File: src/common/charger_emulation_stimulus_params.svh
// Offsets, field positions, reset values and timing counts of the stimulus stage
`ifndef CHARGER_EMULATION_STIMULUS_PARAMS_SVH
`define CHARGER_EMULATION_STIMULUS_PARAMS_SVH

`define ADDR_STAGE1_DIVIDER_RATIO      8'h34
`define ADDR_STAGE2_TIMER_AND_STIMULUS 8'h35
`define ADDR_STAGE2_RESPONSE_AND_MAG   8'h36

`define RST_STAGE1_DIVIDER_RATIO       8'h00
`define RST_STAGE2_TIMER_AND_STIMULUS  8'h00
`define RST_STAGE2_RESPONSE_AND_MAG    8'h00
`define RST_STAGE2_COMPARE_THRESHOLD   4'h0
`define RST_STAGE2_SINK_CURRENT        2'h0

`define POS_TIMER_MODE                 6
`define POS_TIMER_DUR_HI               5
`define POS_TIMER_DUR_LO               3
`define POS_TRIG_SEL_HI                2
`define POS_TRIG_SEL_LO                0
`define POS_MAG_HI                     7
`define POS_MAG_LO                     4
`define POS_CODE_HI                    3
`define POS_CODE_LO                    0
`define POS_RATIO_HI                   2
`define POS_RATIO_LO                   0

`define RATIO_RESERVED                 3'h7
`define MAG_RESERVED                   4'hf

`define TRIG_VBUS_READY                3'h0
`define TRIG_PLUS_ABOVE                3'h1
`define TRIG_PLUS_WINDOW               3'h2
`define TRIG_MINUS_ABOVE               3'h3
`define TRIG_PLUS_ABOVE_ALT            3'h6
`define TRIG_VBUS_PRESENT              3'h7

`define REF_CLK_PERIOD_NS              8
`define TIMER_TICK_MS                  1
`define NS_PER_MS                      1000000

`endif

File: src/common/charger_emulation_stimulus_pkg.sv
// Types shared by the stimulus stage logic
package charger_emulation_stimulus_pkg;

  typedef enum logic [2:0] {
    PIN_OPEN,
    PIN_PD15K,
    PIN_VOLT,
    PIN_RES_GND,
    PIN_DIVIDER
  } pin_act_t;

  typedef struct packed {
    pin_act_t plus;
    pin_act_t minus;
    logic     bridge;
  } pin_drive_t;

  typedef enum logic [1:0] {
    MAG_NONE,
    MAG_VOLTAGE,
    MAG_RESISTOR,
    MAG_DIVIDER
  } mag_class_t;

  typedef enum logic [2:0] {
    ST_IDLE,
    ST_WAIT,
    ST_DELAY,
    ST_HOLD,
    ST_RELEASE
  } stage_state_t;

endpackage

File: src/hw/charger_emulation_stimulus_cfg.sv
// Stage-2 stimulus/response engine with its read-only configuration registers
//
// What this block does
// RQ1: Stage-1 divider response uses 3-bit ratio field, 0.25 to 0.66, 111 reserved.
// RQ2: Divider ratio is not updated when a BC1.2 profile is applied.
// RQ3: Timer mode 1 applies response at once, holds it, removes once stimulus gone.
// RQ4: Timer mode 0 waits the timer duration after the stimulus, then responds.
// RQ5: Timer duration field 000..111 means 0,1,5,10,20,40,80,100 ms.
// RQ6: Select 000 is bus voltage ready; next stage does not wait for removal.
// RQ7: Selects 001 and 110 detect plus pin above threshold, 011 minus pin.
// RQ8: Select 010 is window comparator on plus pin, below threshold above 400 mV.
// RQ9: Select 111 is bus voltage present; no wait for removal; 100, 101 reserved.
// RQ10: A reserved magnitude code is rejected and the field keeps its value.
// RQ11: Voltage responses decode magnitude to pull-down or 400 to 2200 mV.
// RQ12: Resistor responses decode magnitude from 1.8 kilohm up to 150 kilohm.
// RQ13: Divider responses decode magnitude as minimum total divider resistance.
// RQ14: Code 0000 clears both pins; 0001, 0010, 0011 apply voltage plus, minus, both.
// RQ15: Resistor to ground on plus, minus or both; 1010 bridges the pins.
// RQ16: Codes 0110, 1001, 1100 place a bus divider on plus, minus or both.
// RQ17: Codes 1110, 1111 keep, remove or leave the reset pull-downs by select.
// RQ18: Single-pin responses keep the other pin's reset pull-down only if stage-1 select is 000.
// RQ19: Threshold field decodes 300 to 2200 mV, ignored for selects 000 and 111.
// RQ20: Pull-down magnitude sinks 10, 50, 100 or 150 microamps by 2-bit field.
// RQ21: Settings come from the active profile; host writes are ignored.
`timescale 1ns/1ps
`default_nettype none
`include "charger_emulation_stimulus_params.svh"

module charger_emulation_stimulus_cfg
  import charger_emulation_stimulus_pkg::*;
#(
  parameter int CYCLES_PER_MS = (`TIMER_TICK_MS * `NS_PER_MS) / `REF_CLK_PERIOD_NS
) (
  // Clock and reset
  input  wire  logic       ref_clk,
  input  wire  logic       arst_n,
  // Register access
  input  wire  logic       regRdEn,
  input  wire  logic       regWrEn,
  input  wire  logic [7:0] regAddr,
  input  wire  logic [7:0] regWrData,
  output var   logic [7:0] regRdData,
  // Profile loading
  input  wire  logic       profLoad,
  input  wire  logic       profIsBc12,
  input  wire  logic [7:0] profRatio,
  input  wire  logic [7:0] profTimerStim,
  input  wire  logic [7:0] profRespMag,
  input  wire  logic [3:0] profThreshold,
  input  wire  logic [1:0] profSink,
  // Sequence control
  input  wire  logic       emuReset,
  input  wire  logic       stageStart,
  input  wire  logic [2:0] stage1_trigger_select,
  input  wire  logic [3:0] stage1_response_code,
  // Stimulus sources
  input  wire  logic       vbusReady,
  input  wire  logic       vbusPresent,
  input  wire  logic       plusAboveTh,
  input  wire  logic       plusAboveFloor,
  input  wire  logic       minusAboveTh,
  // Pin drive and status
  output var   pin_drive_t pinDrive,
  output var   logic       respActive,
  output var   logic       stageDone,
  // Decoded settings for the analog side
  output var   mag_class_t magClass,
  output var   logic [11:0] magValue,
  output var   logic [11:0] thresholdMv,
  output var   logic       thresholdUsed,
  output var   logic [7:0] sinkUa,
  output var   logic [6:0] ratioPct,
  output var   logic       stage1RatioValid
);

  logic [2:0]   stage1_divider_ratio_sel;
  logic         stage2_timer_mode;
  logic [2:0]   stage2_timer_duration;
  logic [2:0]   stage2_trigger_select;
  logic [3:0]   stage2_response_magnitude;
  logic [3:0]   stage2_response_code;
  logic [3:0]   stage2_compare_threshold;
  logic [1:0]   stage2_sink_current;
  stage_state_t state;
  logic [31:0]  prescale;
  logic         msTick;
  logic [6:0]   msCount;
  logic         stimHit;
  logic         vbusTrig;
  logic         timerDone;
  pin_drive_t   savedDrive;
  pin_drive_t   appliedDrive;

  function automatic mag_class_t classOf(input logic [3:0] c);
    unique case (c)
      4'h0, 4'h1, 4'h2, 4'h3:        classOf = MAG_VOLTAGE;
      4'h4, 4'h7, 4'hd, 4'he, 4'hf:  classOf = MAG_RESISTOR;
      4'h6, 4'h9, 4'hc:              classOf = MAG_DIVIDER;
      default:                       classOf = MAG_NONE;
    endcase
  endfunction

  function automatic logic [6:0] timerMs(input logic [2:0] d);
    unique case (d)
      3'h0: timerMs = 7'h00;
      3'h1: timerMs = 7'h01;
      3'h2: timerMs = 7'h05;
      3'h3: timerMs = 7'h0a;
      3'h4: timerMs = 7'h14;
      3'h5: timerMs = 7'h28;
      3'h6: timerMs = 7'h50;
      3'h7: timerMs = 7'h64;
    endcase
  endfunction

  // Voltage in mV, resistor in 100 ohm units, divider in kilohm
  function automatic logic [11:0] magDecode(input mag_class_t k, input logic [3:0] m);
    logic [11:0] v;
    v = 12'h000;
    unique case (k)
      MAG_VOLTAGE: begin
        unique case (m)
          4'h0:                   v = 12'h000;
          4'h1, 4'h2, 4'h3, 4'h4: v = 12'h190;
          4'h5: v = 12'h1f4;
          4'h6: v = 12'h258;
          4'h7: v = 12'h2bc;
          4'h8: v = 12'h320;
          4'h9: v = 12'h384;
          4'ha: v = 12'h578;
          4'hb: v = 12'h640;
          4'hc: v = 12'h708;
          4'hd: v = 12'h7d0;
          4'he: v = 12'h898;
          4'hf: v = 12'h000;
        endcase
      end
      MAG_RESISTOR: begin
        unique case (m)
          4'h0: v = 12'h012;
          4'h1: v = 12'h064;
          4'h2: v = 12'h096;
          4'h3: v = 12'h0c8;
          4'h4: v = 12'h0fa;
          4'h5: v = 12'h12c;
          4'h6: v = 12'h190;
          4'h7: v = 12'h1ae;
          4'h8: v = 12'h1f4;
          4'h9: v = 12'h258;
          4'ha: v = 12'h2ee;
          4'hb: v = 12'h320;
          4'hc: v = 12'h3e8;
          4'hd: v = 12'h4b0;
          4'he: v = 12'h5dc;
          4'hf: v = 12'h000;
        endcase
      end
      MAG_DIVIDER: begin
        // Lower four codes repeat from 1000
        unique case (m[2:0])
          3'h0:    v = 12'h05d;
          3'h1:    v = 12'h064;
          3'h2:    v = 12'h07d;
          3'h3:    v = 12'h096;
          default: v = 12'h0c8;
        endcase
        if (m[3] && m[2])
          v = 12'h0c8;
        if (m == `MAG_RESERVED)
          v = 12'h000;
      end
      MAG_NONE: v = 12'h000;
    endcase
    magDecode = v;
  endfunction

  function automatic logic [11:0] thDecode(input logic [3:0] t);
    unique case (t)
      4'h3:    thDecode = 12'h12c;
      4'h5:    thDecode = 12'h1f4;
      4'h6:    thDecode = 12'h258;
      4'h7:    thDecode = 12'h2bc;
      4'h8:    thDecode = 12'h320;
      4'h9:    thDecode = 12'h384;
      4'ha:    thDecode = 12'h578;
      4'hb:    thDecode = 12'h640;
      4'hc:    thDecode = 12'h708;
      4'hd:    thDecode = 12'h7d0;
      4'he:    thDecode = 12'h898;
      4'hf:    thDecode = 12'h000;
      default: thDecode = 12'h190;
    endcase
  endfunction

  // RQ18 other pin pull-down
  // Drop a reset pull-down unless stage 1 waited on bus-ready
  function automatic pin_act_t otherPin(input pin_act_t p, input logic [2:0] s1);
    otherPin = (p == PIN_PD15K && s1 != `TRIG_VBUS_READY) ? PIN_OPEN : p;
  endfunction

  // RQ14 RQ15 RQ16 RQ17 response pin drive
  function automatic pin_drive_t applyResp(input logic [3:0] c, input pin_drive_t cur,
                                           input logic [2:0] s1, input logic [2:0] s2);
    pin_drive_t n;
    n = cur;
    unique case (c)
      4'h0: n = '{plus: PIN_OPEN, minus: PIN_OPEN, bridge: 1'b0};
      4'h1: n = '{plus: PIN_VOLT, minus: otherPin(cur.minus, s1), bridge: cur.bridge};
      4'h2: n = '{plus: otherPin(cur.plus, s1), minus: PIN_VOLT, bridge: cur.bridge};
      4'h3: n = '{plus: PIN_VOLT, minus: PIN_VOLT, bridge: cur.bridge};
      4'h4: n = '{plus: PIN_RES_GND, minus: otherPin(cur.minus, s1), bridge: cur.bridge};
      4'h7: n = '{plus: otherPin(cur.plus, s1), minus: PIN_RES_GND, bridge: cur.bridge};
      4'hd: n = '{plus: PIN_RES_GND, minus: PIN_RES_GND, bridge: cur.bridge};
      4'ha: n.bridge = 1'b1;
      4'h6: n = '{plus: PIN_DIVIDER, minus: otherPin(cur.minus, s1), bridge: cur.bridge};
      4'h9: n = '{plus: otherPin(cur.plus, s1), minus: PIN_DIVIDER, bridge: cur.bridge};
      4'hc: n = '{plus: PIN_DIVIDER, minus: PIN_DIVIDER, bridge: cur.bridge};
      4'he, 4'hf: begin
        if (s2 == `TRIG_VBUS_PRESENT) begin
          n.plus  = (cur.plus == PIN_PD15K) ? PIN_OPEN : cur.plus;
          n.minus = (cur.minus == PIN_PD15K) ? PIN_OPEN : cur.minus;
        end
      end
      default: n = cur;
    endcase
    applyResp = n;
  endfunction

  // RQ21 profile load only
  always_ff @(posedge ref_clk or negedge arst_n) begin
    if (!arst_n) begin
      stage2_timer_mode         <= 1'(`RST_STAGE2_TIMER_AND_STIMULUS >> `POS_TIMER_MODE);
      stage2_timer_duration     <= 3'h0;
      stage2_trigger_select     <= 3'h0;
      stage2_response_code      <= 4'h0;
      stage2_response_magnitude <= 4'h0;
    end else if (profLoad) begin
      stage2_timer_mode     <= profTimerStim[`POS_TIMER_MODE];
      stage2_timer_duration <= profTimerStim[`POS_TIMER_DUR_HI:`POS_TIMER_DUR_LO];
      stage2_trigger_select <= profTimerStim[`POS_TRIG_SEL_HI:`POS_TRIG_SEL_LO];
      stage2_response_code  <= profRespMag[`POS_CODE_HI:`POS_CODE_LO];
      // RQ10 reserved magnitude
      if (profRespMag[`POS_MAG_HI:`POS_MAG_LO] != `MAG_RESERVED)
        stage2_response_magnitude <= profRespMag[`POS_MAG_HI:`POS_MAG_LO];
    end
  end

  // RQ2 legacy-only ratio
  always_ff @(posedge ref_clk or negedge arst_n) begin
    if (!arst_n) begin
      stage1_divider_ratio_sel <= 3'h0;
    end else if (profLoad && !profIsBc12 && profRatio[`POS_RATIO_HI:`POS_RATIO_LO] != `RATIO_RESERVED) begin
      stage1_divider_ratio_sel <= profRatio[`POS_RATIO_HI:`POS_RATIO_LO];
    end
  end

  // Threshold and sink current belong to the BC1.2 profiles
  always_ff @(posedge ref_clk or negedge arst_n) begin
    if (!arst_n) begin
      stage2_compare_threshold <= `RST_STAGE2_COMPARE_THRESHOLD;
      stage2_sink_current      <= `RST_STAGE2_SINK_CURRENT;
    end else if (profLoad && profIsBc12) begin
      stage2_compare_threshold <= profThreshold;
      stage2_sink_current      <= profSink;
    end
  end

  // Read-only registers; writes fall away, unmapped reads give zero
  always_ff @(posedge ref_clk or negedge arst_n) begin
    if (!arst_n) begin
      regRdData <= 8'h00;
    end else if (regRdEn) begin
      unique case (regAddr)
        `ADDR_STAGE1_DIVIDER_RATIO:      regRdData <= {5'h00, stage1_divider_ratio_sel};
        `ADDR_STAGE2_TIMER_AND_STIMULUS: regRdData <= {1'b0, stage2_timer_mode, stage2_timer_duration,
                                                       stage2_trigger_select};
        `ADDR_STAGE2_RESPONSE_AND_MAG:   regRdData <= {stage2_response_magnitude, stage2_response_code};
        default:                         regRdData <= 8'h00;
      endcase
    end
  end

  // RQ7 RQ8 stimulus select
  always_comb begin
    unique case (stage2_trigger_select)
      `TRIG_VBUS_READY:                      stimHit = vbusReady;
      `TRIG_PLUS_ABOVE, `TRIG_PLUS_ABOVE_ALT: stimHit = plusAboveTh;
      `TRIG_PLUS_WINDOW:                     stimHit = !plusAboveTh && plusAboveFloor;
      `TRIG_MINUS_ABOVE:                     stimHit = minusAboveTh;
      `TRIG_VBUS_PRESENT:                    stimHit = vbusPresent;
      default:                               stimHit = 1'b0;
    endcase
  end

  // RQ6 RQ9 no wait on bus stimuli
  assign vbusTrig  = (stage2_trigger_select == `TRIG_VBUS_READY) ||
                     (stage2_trigger_select == `TRIG_VBUS_PRESENT);
  assign timerDone = (msCount >= timerMs(stage2_timer_duration));
  assign appliedDrive = applyResp(stage2_response_code, pinDrive, stage1_trigger_select,
                                  stage2_trigger_select);

  // Millisecond enable; restarts with each timed phase
  always_ff @(posedge ref_clk or negedge arst_n) begin
    if (!arst_n) begin
      prescale <= 32'h0;
      msTick   <= 1'b0;
    end else if (state == ST_WAIT || state == ST_IDLE || prescale == 32'(CYCLES_PER_MS - 1)) begin
      prescale <= 32'h0;
      msTick   <= (state == ST_DELAY || state == ST_HOLD);
    end else begin
      prescale <= prescale + 32'h1;
      msTick   <= 1'b0;
    end
  end

  // RQ5 duration count
  always_ff @(posedge ref_clk or negedge arst_n) begin
    if (!arst_n)
      msCount <= 7'h00;
    else if (state == ST_WAIT || state == ST_IDLE)
      msCount <= 7'h00;
    else if (msTick && !timerDone)
      msCount <= msCount + 7'h01;
  end

  // RQ3 RQ4 sequencing
  always_ff @(posedge ref_clk or negedge arst_n) begin
    if (!arst_n) begin
      state      <= ST_IDLE;
      pinDrive   <= '{plus: PIN_OPEN, minus: PIN_OPEN, bridge: 1'b0};
      savedDrive <= '{plus: PIN_OPEN, minus: PIN_OPEN, bridge: 1'b0};
      respActive <= 1'b0;
      stageDone  <= 1'b0;
    end else if (emuReset) begin
      state      <= ST_IDLE;
      pinDrive   <= '{plus: PIN_PD15K, minus: PIN_PD15K, bridge: 1'b0};
      respActive <= 1'b0;
      stageDone  <= 1'b0;
    end else begin
      stageDone <= 1'b0;
      unique case (state)
        ST_IDLE: if (stageStart) state <= ST_WAIT;
        ST_WAIT: begin
          if (stimHit && stage2_timer_mode) begin
            savedDrive <= pinDrive;
            pinDrive   <= appliedDrive;
            respActive <= 1'b1;
            state      <= ST_HOLD;
          end else if (stimHit) begin
            state <= ST_DELAY;
          end
        end
        ST_DELAY: begin
          if (timerDone) begin
            pinDrive   <= appliedDrive;
            respActive <= 1'b1;
            stageDone  <= 1'b1;
            state      <= ST_IDLE;
          end
        end
        ST_HOLD: if (timerDone) state <= ST_RELEASE;
        ST_RELEASE: begin
          if (!stimHit || vbusTrig) begin
            pinDrive   <= savedDrive;
            respActive <= 1'b0;
            stageDone  <= 1'b1;
            state      <= ST_IDLE;
          end
        end
      endcase
    end
  end

  // RQ11 RQ12 RQ13 RQ19 RQ20 RQ1 decoded settings
  always_ff @(posedge ref_clk or negedge arst_n) begin
    if (!arst_n) begin
      magClass         <= MAG_NONE;
      magValue         <= 12'h000;
      thresholdMv      <= 12'h000;
      thresholdUsed    <= 1'b0;
      sinkUa           <= 8'h00;
      ratioPct         <= 7'h00;
      stage1RatioValid <= 1'b0;
    end else begin
      magClass      <= classOf(stage2_response_code);
      magValue      <= magDecode(classOf(stage2_response_code), stage2_response_magnitude);
      thresholdMv   <= thDecode(stage2_compare_threshold);
      thresholdUsed <= !vbusTrig;
      unique case (stage2_sink_current)
        2'h0: sinkUa <= 8'h0a;
        2'h1: sinkUa <= 8'h32;
        2'h2: sinkUa <= 8'h64;
        2'h3: sinkUa <= 8'h96;
      endcase
      unique case (stage1_divider_ratio_sel)
        3'h0: ratioPct <= 7'h19;
        3'h1: ratioPct <= 7'h21;
        3'h2: ratioPct <= 7'h28;
        3'h3: ratioPct <= 7'h32;
        3'h4: ratioPct <= 7'h36;
        3'h5: ratioPct <= 7'h3c;
        3'h6: ratioPct <= 7'h42;
        3'h7: ratioPct <= 7'h00;
      endcase
      stage1RatioValid <= (classOf(stage1_response_code) == MAG_DIVIDER);
    end
  end

  property p_ro_write;
    @(posedge ref_clk) disable iff (!arst_n)
      regWrEn && !profLoad |=> $stable(stage2_response_code) && $stable(stage2_trigger_select);
  endproperty
  a_ro_write: assert property (p_ro_write) else $error("host write changed a setting"); // RQ21

  property p_ratio_bc12;
    @(posedge ref_clk) disable iff (!arst_n)
      profLoad && profIsBc12 |=> $stable(stage1_divider_ratio_sel);
  endproperty
  a_ratio_bc12: assert property (p_ratio_bc12) else $error("ratio changed under BC1.2"); // RQ2

  property p_mag_reject;
    @(posedge ref_clk) disable iff (!arst_n)
      profLoad && profRespMag[7:4] == 4'hf |=> $stable(stage2_response_magnitude);
  endproperty
  a_mag_reject: assert property (p_mag_reject) else $error("reserved magnitude taken"); // RQ10

  property p_immediate;
    @(posedge ref_clk) disable iff (!arst_n)
      state == ST_WAIT && stimHit && stage2_timer_mode && !emuReset |=> respActive && state == ST_HOLD;
  endproperty
  a_immediate: assert property (p_immediate) else $error("hold response not immediate"); // RQ3

  property p_delay;
    @(posedge ref_clk) disable iff (!arst_n)
      state == ST_WAIT && stimHit && !stage2_timer_mode && !emuReset |=> state == ST_DELAY && $stable(pinDrive);
  endproperty
  a_delay: assert property (p_delay) else $error("delayed response applied early"); // RQ4

  property p_window;
    @(posedge ref_clk) disable iff (!arst_n)
      state == ST_WAIT && stage2_trigger_select == 3'h2 && (plusAboveTh || !plusAboveFloor) && !emuReset
      |=> state == ST_WAIT;
  endproperty
  a_window: assert property (p_window) else $error("window hit outside window"); // RQ8

  property p_vbus_nowait;
    @(posedge ref_clk) disable iff (!arst_n)
      state == ST_RELEASE && (stage2_trigger_select == 3'h0 || stage2_trigger_select == 3'h7)
      |=> state != ST_RELEASE;
  endproperty
  a_vbus_nowait: assert property (p_vbus_nowait) else $error("waited on bus stimulus"); // RQ6 RQ9

  property p_clear;
    @(posedge ref_clk) disable iff (!arst_n)
      state == ST_WAIT && stimHit && stage2_timer_mode && stage2_response_code == 4'h0 && !emuReset
      |=> pinDrive.plus == PIN_OPEN && pinDrive.minus == PIN_OPEN && !pinDrive.bridge;
  endproperty
  a_clear: assert property (p_clear) else $error("clear left a pin driven"); // RQ14

endmodule
`default_nettype wire

File: config.mk
export PLATFORM = sky130hd
export DESIGN_NAME = charger_emulation_stimulus_cfg
export DESIGN_NICKNAME = d
export VERILOG_FILES = /design/src/common/charger_emulation_stimulus_pkg.sv /design/src/hw/charger_emulation_stimulus_cfg.sv
export VERILOG_INCLUDE_DIRS = /design/src /design/src/common
export SDC_FILE = /design/constraint.sdc
export NUM_CORES = 1
export LEC_CHECK = 0
export BUFFER_PORTS_ARGS = -buffer_cell sky130_fd_sc_hd__buf_4
export CAP_MARGIN = 20
export CORE_MARGIN = 4
export CORE_UTILIZATION = 50
export CTS_BUF_LIST = sky130_fd_sc_hd__clkbuf_16
export DETAILED_ROUTE_END_ITERATION = 10
export GPL_TIMING_DRIVEN = 1
export PLACE_DENSITY = 0.73
export SYNTH_ARGS = -nofsm -noshare
export SYNTH_HDL_FRONTEND = slang
export SYNTH_SLANG_ARGS = --single-unit
File: constraint.sdc
create_clock -name ref_clk -period 3.53 [get_ports ref_clk]
set_input_delay 0.5295 -clock ref_clk [delete_from_list [all_inputs] [get_ports ref_clk]]
set_output_delay 0.5295 -clock ref_clk [all_outputs]
set_load 0.03 [all_outputs]
* Yosys cells after proc, flatten, opt, wreduce, memory -nomap -nowiden
Memories as Yosys holds them, arrays and structs flattened. A register that Yosys moved wholly into a read port is not among the register bits. Cells that the tools add are included.
Word-level totals: memories 8, input port bits 66, word-level logic and storage cells 161, output and inout port bits 60, ROM bits 688, flip-flop bits (word level) 125
Memories:
- (no name shown) | words 16, bits a word 10, read ports 1, clocked after Yosys merged registers in 0, write ports 0, RTL line charger_emulation_stimulus_cfg.sv:122 | unique case (m)
- (no name shown) | words 16, bits a word 10, read ports 1, clocked after Yosys merged registers in 0, write ports 0, RTL line charger_emulation_stimulus_cfg.sv:139 | unique case (m)
- (no name shown) | words 16, bits a word 10, read ports 1, clocked after Yosys merged registers in 1, write ports 0, RTL line charger_emulation_stimulus_cfg.sv:178 | unique case (t)
- (no name shown) | words 8, bits a word 7, read ports 1, clocked after Yosys merged registers in 1, write ports 0, RTL line charger_emulation_stimulus_cfg.sv:395 | unique case (stage1_divider_ratio_sel)
- (no name shown) | words 8, bits a word 7, read ports 1, clocked after Yosys merged registers in 0, write ports 0, RTL line charger_emulation_stimulus_cfg.sv:104 | unique case (d)
- (no name shown) | words 16, bits a word 2, read ports 1, clocked after Yosys merged registers in 1, write ports 0, RTL line charger_emulation_stimulus_cfg.sv:95 | unique case (c)
- +2 memories
Operators by class: eq/ne operators 46, $lt $le $gt $ge 1, mux-type cells 40, bitwise operators 1, add/subtract/negate cells 2, reduce and logical (&&, ||, !) cells 37
Operators with widths (number):
- $pmux 6 s11 | 1
- $pmux 8 s4 | 2
- $pmux 12 s4 | 1
- $mux 7 | 6
- $mux 3 | 11
- $add 32x1->32 const B | 1
- $eq 32x17->1 const B | 1
- $mux 32 | 1
- $eq 4x4->1 const B | 7
- $eq 8x6->1 const B | 3
- $mux 12 | 2
- $pmux 8 s3 | 1
- $pmux 7 s3 | 1
- $eq 3x2->1 const B | 6
- $eq 3x1->1 const B | 5
- $ne 3x3->1 const B | 5
- $pmux 3 s5 | 1
- $eq 4x3->1 const B | 3
- $eq 2x2->1 const B | 5
- $eq 3x3->1 const B | 3
- $logic_and 1x1->1 | 9
- $logic_not 3->1 | 3
- $eq 4x2->1 const B | 2
- $logic_not 1->1 | 8
- 24 further kinds | 39

* Depth between registers and ports, before layout
depth after elaboration 8, gate-level depth with buffers 10, depth with buffers taken out 10

* Worst setup path before layout
Ideal clock, no wire load.
path type register to register, start point reg stage2_timer_duration[0], end point reg pinDrive[5] (netlist bit), library setup time 128 ps, cell stages (with the launch flop) 11, data arrival time 2323 ps, setup slack 1079 ps, buffers on the path 0, period minus slack after synthesis 2451 ps, cell sequence dfrtp_1 -> inv_1 -> ha_1 -> mux2i_1 -> ha_1 -> nand2_1 -> o21ai_0 -> a21o_1 -> o22ai_2 -> a211oi_4 -> mux2_1
Between the ends: longest elaborated chain between the ends 4
RTL lines:
- from (decl) | RTL line charger_emulation_stimulus_cfg.sv:78 | logic [2:0] stage2_timer_duration;
- from (signal assigned) | RTL line charger_emulation_stimulus_cfg.sv:239 | stage2_timer_duration <= profTimerStim[`POS_TIMER_DUR_HI:`POS_TIMER_DUR_LO];
- $mem_v2 8x7
- $ge 7x7->1 | RTL line charger_emulation_stimulus_cfg.sv:298 | assign timerDone = (msCount >= timerMs(stage2_timer_duration));
- $ne 3x3->1 (no line)
- $reduce_and 4->1 (no line)
- to (signal assigned) | RTL line charger_emulation_stimulus_cfg.sv:330 | pinDrive <= '{plus: PIN_OPEN, minus: PIN_OPEN, bridge: 1'b0};
- to (signal assigned) | RTL line charger_emulation_stimulus_cfg.sv:336 | pinDrive <= '{plus: PIN_PD15K, minus: PIN_PD15K, bridge: 1'b0};
- to (signal assigned) | RTL line charger_emulation_stimulus_cfg.sv:346 | pinDrive <= appliedDrive;
- to (decl) | RTL line charger_emulation_stimulus_cfg.sv:63 | output var pin_drive_t pinDrive,
Every way passes these cells. A chain may end at the register's enable or synchronous reset.

* Final worst setup path
Same ends and word-level chain as after synthesis.

==> flow_summary.html <==
<table>
<tr><th>Metric</th><th>Value</th></tr>
<tr><th colspan="2">Setup path</th></tr>
<tr><td>Launching element type of the critical path</td><td>register</td></tr>
<tr><td>Crit path max fanout</td><td>5</td></tr>
<tr><td>Slowest stage cell on the critical path</td><td>sky130_fd_sc_hd__dfrtp_1</td></tr>
<tr><td>Crit. End Element</td><td>register</td></tr>
<tr><td>Data arrival time of the critical path</td><td>3.06 ns</td></tr>
<tr><td>Kind of cell adding the most delay to the critical path</td><td>compound AO/OA/AOI/OAI gates</td></tr>
<tr><td>Capture instance of the worst register-to-register path</td><td>pinDrive[5]</td></tr>
<tr><td>Reg2reg setup slack</td><td>0.76 ns</td></tr>
<tr><td>CP Cell Sequence</td><td>inv_1 &gt; ha_1 &gt; mux2i_1 &gt; ha_1 &gt; nand2_1 &gt; o21ai_0 &gt; a21o_1 &gt; o22ai_2 &gt; a211oi_4 &gt; mux2_1</td></tr>
<tr><td>Worst-case reg-to-reg path depth</td><td>10</td></tr>
<tr><td>Required time of the critical path</td><td>3.82 ns</td></tr>
<tr><td>Type of the setup path with the least slack</td><td>register to register</td></tr>
<tr><td>Launching point of the worst reg2reg path</td><td>stage2_timer_duration[0]</td></tr>
<tr><td>Critical Path Most Common Cell</td><td>sky130_fd_sc_hd__ha_1</td></tr>
<tr><td>Critical Path Max Stage Delay</td><td>0.42 ns</td></tr>
<tr><td>Sum of buffers and inverters on the critical path</td><td>1</td></tr>
<tr><th colspan="2">Global route</th></tr>
<tr><td>Pin count of the biggest net entering global routing</td><td>110</td></tr>
<tr><td>Remaining global-route overflow</td><td>0</td></tr>
<tr><td>Antenna violations before repair</td><td>0</td></tr>
<tr><td>First-pass GRT wire length</td><td>28000 um</td></tr>
<tr><td>Global-route usage over all layers</td><td>20.9%</td></tr>
<tr><td>Number of global-route vias before repair</td><td>5623</td></tr>
<tr><th colspan="2">Finish</th></tr>
<tr><td>Share of layout cells above drive strength 1</td><td>20.9%</td></tr>
<tr><td>Post-route non-filler standard cell count</td><td>1051</td></tr>
<tr><td>Area overhead of the layout relative to synthesis</td><td>20.3%</td></tr>
<tr><td>Final standard cell area without fillers</td><td>0.00892 sq mm</td></tr>
<tr><td>Ant. Diodes</td><td>0</td></tr>
<tr><td>Final core utilization</td><td>61.4%</td></tr>
<tr><td>Number of nets in the layout</td><td>959</td></tr>
<tr><th colspan="2">Place</th></tr>
<tr><td>Dpl cells</td><td>1018</td></tr>
<tr><td>Number of port buffers</td><td>107</td></tr>
<tr><td>Placement-stage worst setup slack</td><td>0.786 ns</td></tr>
<tr><td>Half-perimeter wire length after placement</td><td>11800 um</td></tr>
<tr><td>RD Place Congestion</td><td>0.874</td></tr>
<tr><td>Post-detailed-placement cell area</td><td>0.00827 sq mm</td></tr>
<tr><th colspan="2">Floorplanning</th></tr>
<tr><td>Horizontal die dimension</td><td>130 um</td></tr>
<tr><td>Number of primary I/O pins</td><td>126</td></tr>
<tr><td>Starting utilization of the core area</td><td>51.0%</td></tr>
<tr><td>Num rows</td><td>44</td></tr>
<tr><td>Die Area</td><td>0.0168 sq mm</td></tr>
<tr><td>Core region area</td><td>0.0145 sq mm</td></tr>
<tr><td>Die height</td><td>130 um</td></tr>
<tr><th colspan="2">STA</th></tr>
<tr><td>Total of endpoints with negative setup slack in the final report</td><td>0</td></tr>
<tr><td>Setup Total Neg Slack</td><td>0 ns</td></tr>
<tr><td>Period minus WS final</td><td>2.77 ns</td></tr>
<tr><td>Max-slew violation count</td><td>0</td></tr>
<tr><td>Fmax</td><td>360 MHz</td></tr>
<tr><td>Setup Skew</td><td>0.00779 ns</td></tr>
<tr><td>Count of endpoints failing hold in the final timing report</td><td>0</td></tr>
<tr><td>RSZ-0062 raised after global routing</td><td>false</td></tr>
<tr><td>Worst-margin pin slew</td><td>0.959 ns</td></tr>
<tr><td>WHS</td><td>0.248 ns</td></tr>
<tr><td>Worst relative slew slack</td><td>36.0%</td></tr>
<tr><td>Portion of the clock cycle consumed by the worst path in the final layout</td><td>78.6%</td></tr>
<tr><td>Final worst-path setup slack</td><td>0.755 ns</td></tr>
<tr><th colspan="2">Synth</th></tr>
<tr><td>Post-synthesis cell type count</td><td>82</td></tr>
<tr><td>Top FF cell, synth</td><td>sky130_fd_sc_hd__dfrtp_1</td></tr>
<tr><td>Ranking of synthesized cells by area</td><td>sky130_fd_sc_hd__dfrtp_1 (44%), sky130_fd_sc_hd__ha_1 (6.6%), sky130_fd_sc_hd__nor2_1 (4.5%)</td></tr>
<tr><td>Number of instances in the synthesized netlist</td><td>766</td></tr>
<tr><td>Post-synthesis area per instance</td><td>9.68 sq um</td></tr>
<tr><td>Post-synth ARST share</td><td>100%</td></tr>
<tr><td>Sequential area share after synthesis</td><td>44.2%</td></tr>
<tr><td>Seq cells post-synth</td><td>131</td></tr>
<tr><td>Portion of synthesized cell area occupied by the leading cell type</td><td>44.2%</td></tr>
<tr><td>Post-synthesis instance area</td><td>0.00742 sq mm</td></tr>
<tr><td>Number of warnings printed during yosys synthesis</td><td>0</td></tr>
<tr><td>Most area-hungry cell type in the Yosys netlist</td><td>sky130_fd_sc_hd__dfrtp_1</td></tr>
<tr><td>Number of synthesized flops with an enable pin</td><td>0</td></tr>
<tr><th colspan="2">Clocking</th></tr>
<tr><td>Root buffer cell</td><td>sky130_fd_sc_hd__clkbuf_16</td></tr>
<tr><td>Clock-pin slew of the registers on the worst-case setup and hold paths</td><td>0.06 ns</td></tr>
<tr><td>Clock latency on the worst-skew pair</td><td>0.41 ns</td></tr>
<tr><td>CTS tree</td><td>built</td></tr>
<tr><td>H-Tree Level Count</td><td>4</td></tr>
<tr><td># Post-CTS Setup Buffers</td><td>0</td></tr>
<tr><td>Max Buffers Root-to-Sink</td><td>2</td></tr>
<tr><td>Number of hold buffers added after CTS</td><td>0</td></tr>
<tr><td>Post-CTS resize count</td><td>0</td></tr>
<tr><td>Sink count of the clock tree</td><td>131</td></tr>
<tr><td>Number of buffers created by CTS</td><td>17</td></tr>
<tr><th colspan="2">Job</th></tr>
<tr><td>Count of maximum capacitance violations</td><td>0</td></tr>
<tr><th colspan="2">Outcome</th></tr>
<tr><td>Outcome</td><td>complete, no violations</td></tr>
<tr><th colspan="2">Route</th></tr>
<tr><td>Length of the first detailed-routing pass in iterations</td><td>5</td></tr>
<tr><td>Detailed router's first-iteration violation count</td><td>482</td></tr>
<tr><td>Count of antenna-violating nets left after detailed routing</td><td>0</td></tr>
<tr><td>Via count</td><td>5797</td></tr>
<tr><td>Count of unresolved DRC violations after routing</td><td>0</td></tr>
<tr><td>Final Routed Wirelength</td><td>16900 um</td></tr>
<tr><td>Per-cell routed wire length</td><td>16.1 um</td></tr>
<tr><td>Vias per std cell</td><td>5.52</td></tr>
<tr><th colspan="2">Power and ir drop</th></tr>
<tr><td>Maximum vdd drop</td><td>0.372 mV</td></tr>
<tr><td>Leakage Power</td><td>4.06 nW</td></tr>
<tr><td>Power density over the cells</td><td>536 mW/mm^2</td></tr>
<tr><td>Final Power</td><td>4.78 mW</td></tr>
<tr><th colspan="2">Worst hold path</th></tr>
<tr><td>Class of the most critical hold timing path</td><td>primary input to async pin</td></tr>
</table>
[cell families (layout without fill, tap and decap cells)]
kind of cell             after synthesis  count (layout)  share of synthesized area, %
AO/OA/AOI/OAI                        160             160                          14.2
XOR/XNOR                              34              34                          4.02
adder cells (fa/ha/maj)               40              40                          6.72
buffers and inverters                 81             180                          4.71
flip-flops                           131             131                          44.2
multiplexers                          49              49                          7.27
other                                  1               3                        0.0506
AND/OR/NAND/NOR                      270             270                          18.8
[worst max path at each step]
stage	depth (start not counted)	start	end
after floorplan	10	stage2_timer_duration[0]	pinDrive[5]
after global placement	10	stage2_timer_duration[0]	pinDrive[5]
after detailed placement	10	stage2_timer_duration[0]	pinDrive[5]
after CTS	10	stage2_timer_duration[0]	pinDrive[5]
after global routing	10	stage2_timer_duration[0]	pinDrive[5]
final	10	stage2_timer_duration[0]	pinDrive[5]
[placed cells by master, fill, tap and decap left out, types with 6 or more instances in the layout]
cell type,Yosys,layout
sky130_fd_sc_hd__a211oi_1,9,9
sky130_fd_sc_hd__a21oi_1,48,48
sky130_fd_sc_hd__and2_1,6,6
sky130_fd_sc_hd__buf_4,4,109
sky130_fd_sc_hd__clkbuf_16,0,17
sky130_fd_sc_hd__dfrtp_1,131,131
sky130_fd_sc_hd__ha_1,39,39
sky130_fd_sc_hd__inv_1,35,38
sky130_fd_sc_hd__mux2_1,12,12
sky130_fd_sc_hd__mux2_2,17,17
sky130_fd_sc_hd__mux2i_1,19,19
sky130_fd_sc_hd__nand2_1,54,54
sky130_fd_sc_hd__nand2b_1,10,10
sky130_fd_sc_hd__nand3_1,28,28
sky130_fd_sc_hd__nand4_1,11,11
sky130_fd_sc_hd__nor2_1,88,88
sky130_fd_sc_hd__nor2b_1,16,16
sky130_fd_sc_hd__nor3_1,11,11
sky130_fd_sc_hd__o211ai_1,8,8
sky130_fd_sc_hd__o21ai_0,34,34
sky130_fd_sc_hd__o22ai_1,9,9
sky130_fd_sc_hd__xnor2_1,7,7
sky130_fd_sc_hd__xor2_1,27,27
[flip-flops by register name, indices dropped and copies added, names as in the netlist]
signal and flops:
magClass 2, magValue 12, msCount 7, msTick 1, pinDrive 7, prescale 32, ratioPct 7, regRdData 8
respActive 1, savedDrive 7, sinkUa 7, stage1RatioValid 1, stage1_divider_ratio_sel 3, stage2_compare_threshold 4, stage2_response_code 4, stage2_response_magnitude 4
stage2_sink_current 2, stage2_timer_duration 3, stage2_timer_mode 1, stage2_trigger_select 3, stageDone 1, state 3, thresholdMv 10, thresholdUsed 1
[synthesized netlist by cell type, drive strengths merged (4+ instances only)]
cell    count
nand2      54
a22oi       4
buf        15
o21ai      37
mux2i      19
clkbuf     29
dfrtp     131
and3        9
nor2       88
nand4      12
a21oi      49
a21o        4
xor2       27
nand3      29
o22ai      11
nor3       14
a31oi       4
or3         7
o211ai      8
a211oi     12
mux2       29
xnor2       7
ha         39
inv        36
o31a        4
a22o        4
nor4        5
and2        8
nor2b      16
nand2b     10
[final cells by class]
| class | count | area [sq um] |
|---|---|---|
| clock inverter | 15 | 198 |
| tap | 184 | 230 |
| inverter | 37 | 139 |
| fill | 1251 | 5610 |
| sequential | 131 | 3280 |
| timing repair buffer | 111 | 857 |
| clock buffer | 17 | 425 |
| multi-input combinational | 556 | 3800 |
[power breakdown]
part | total, mW | internal, mW | switching [mW]
clock network | 1.87 | 1.23 | 0.634
logic | 1.07 | 0.438 | 0.630
registers | 1.84 | 1.67 | 0.179
[metal layers]
metal,vias to the layer above,GRT usage (%),share of wire [%]
li1,2860,-,-
met1,2765,29.1,46
met2,157,33.3,48
met3,15,4.71,5.0
met4,0,5.13,0.92
met5,-,0,0
No activity file was read; power rests on OpenSTA's default activity.
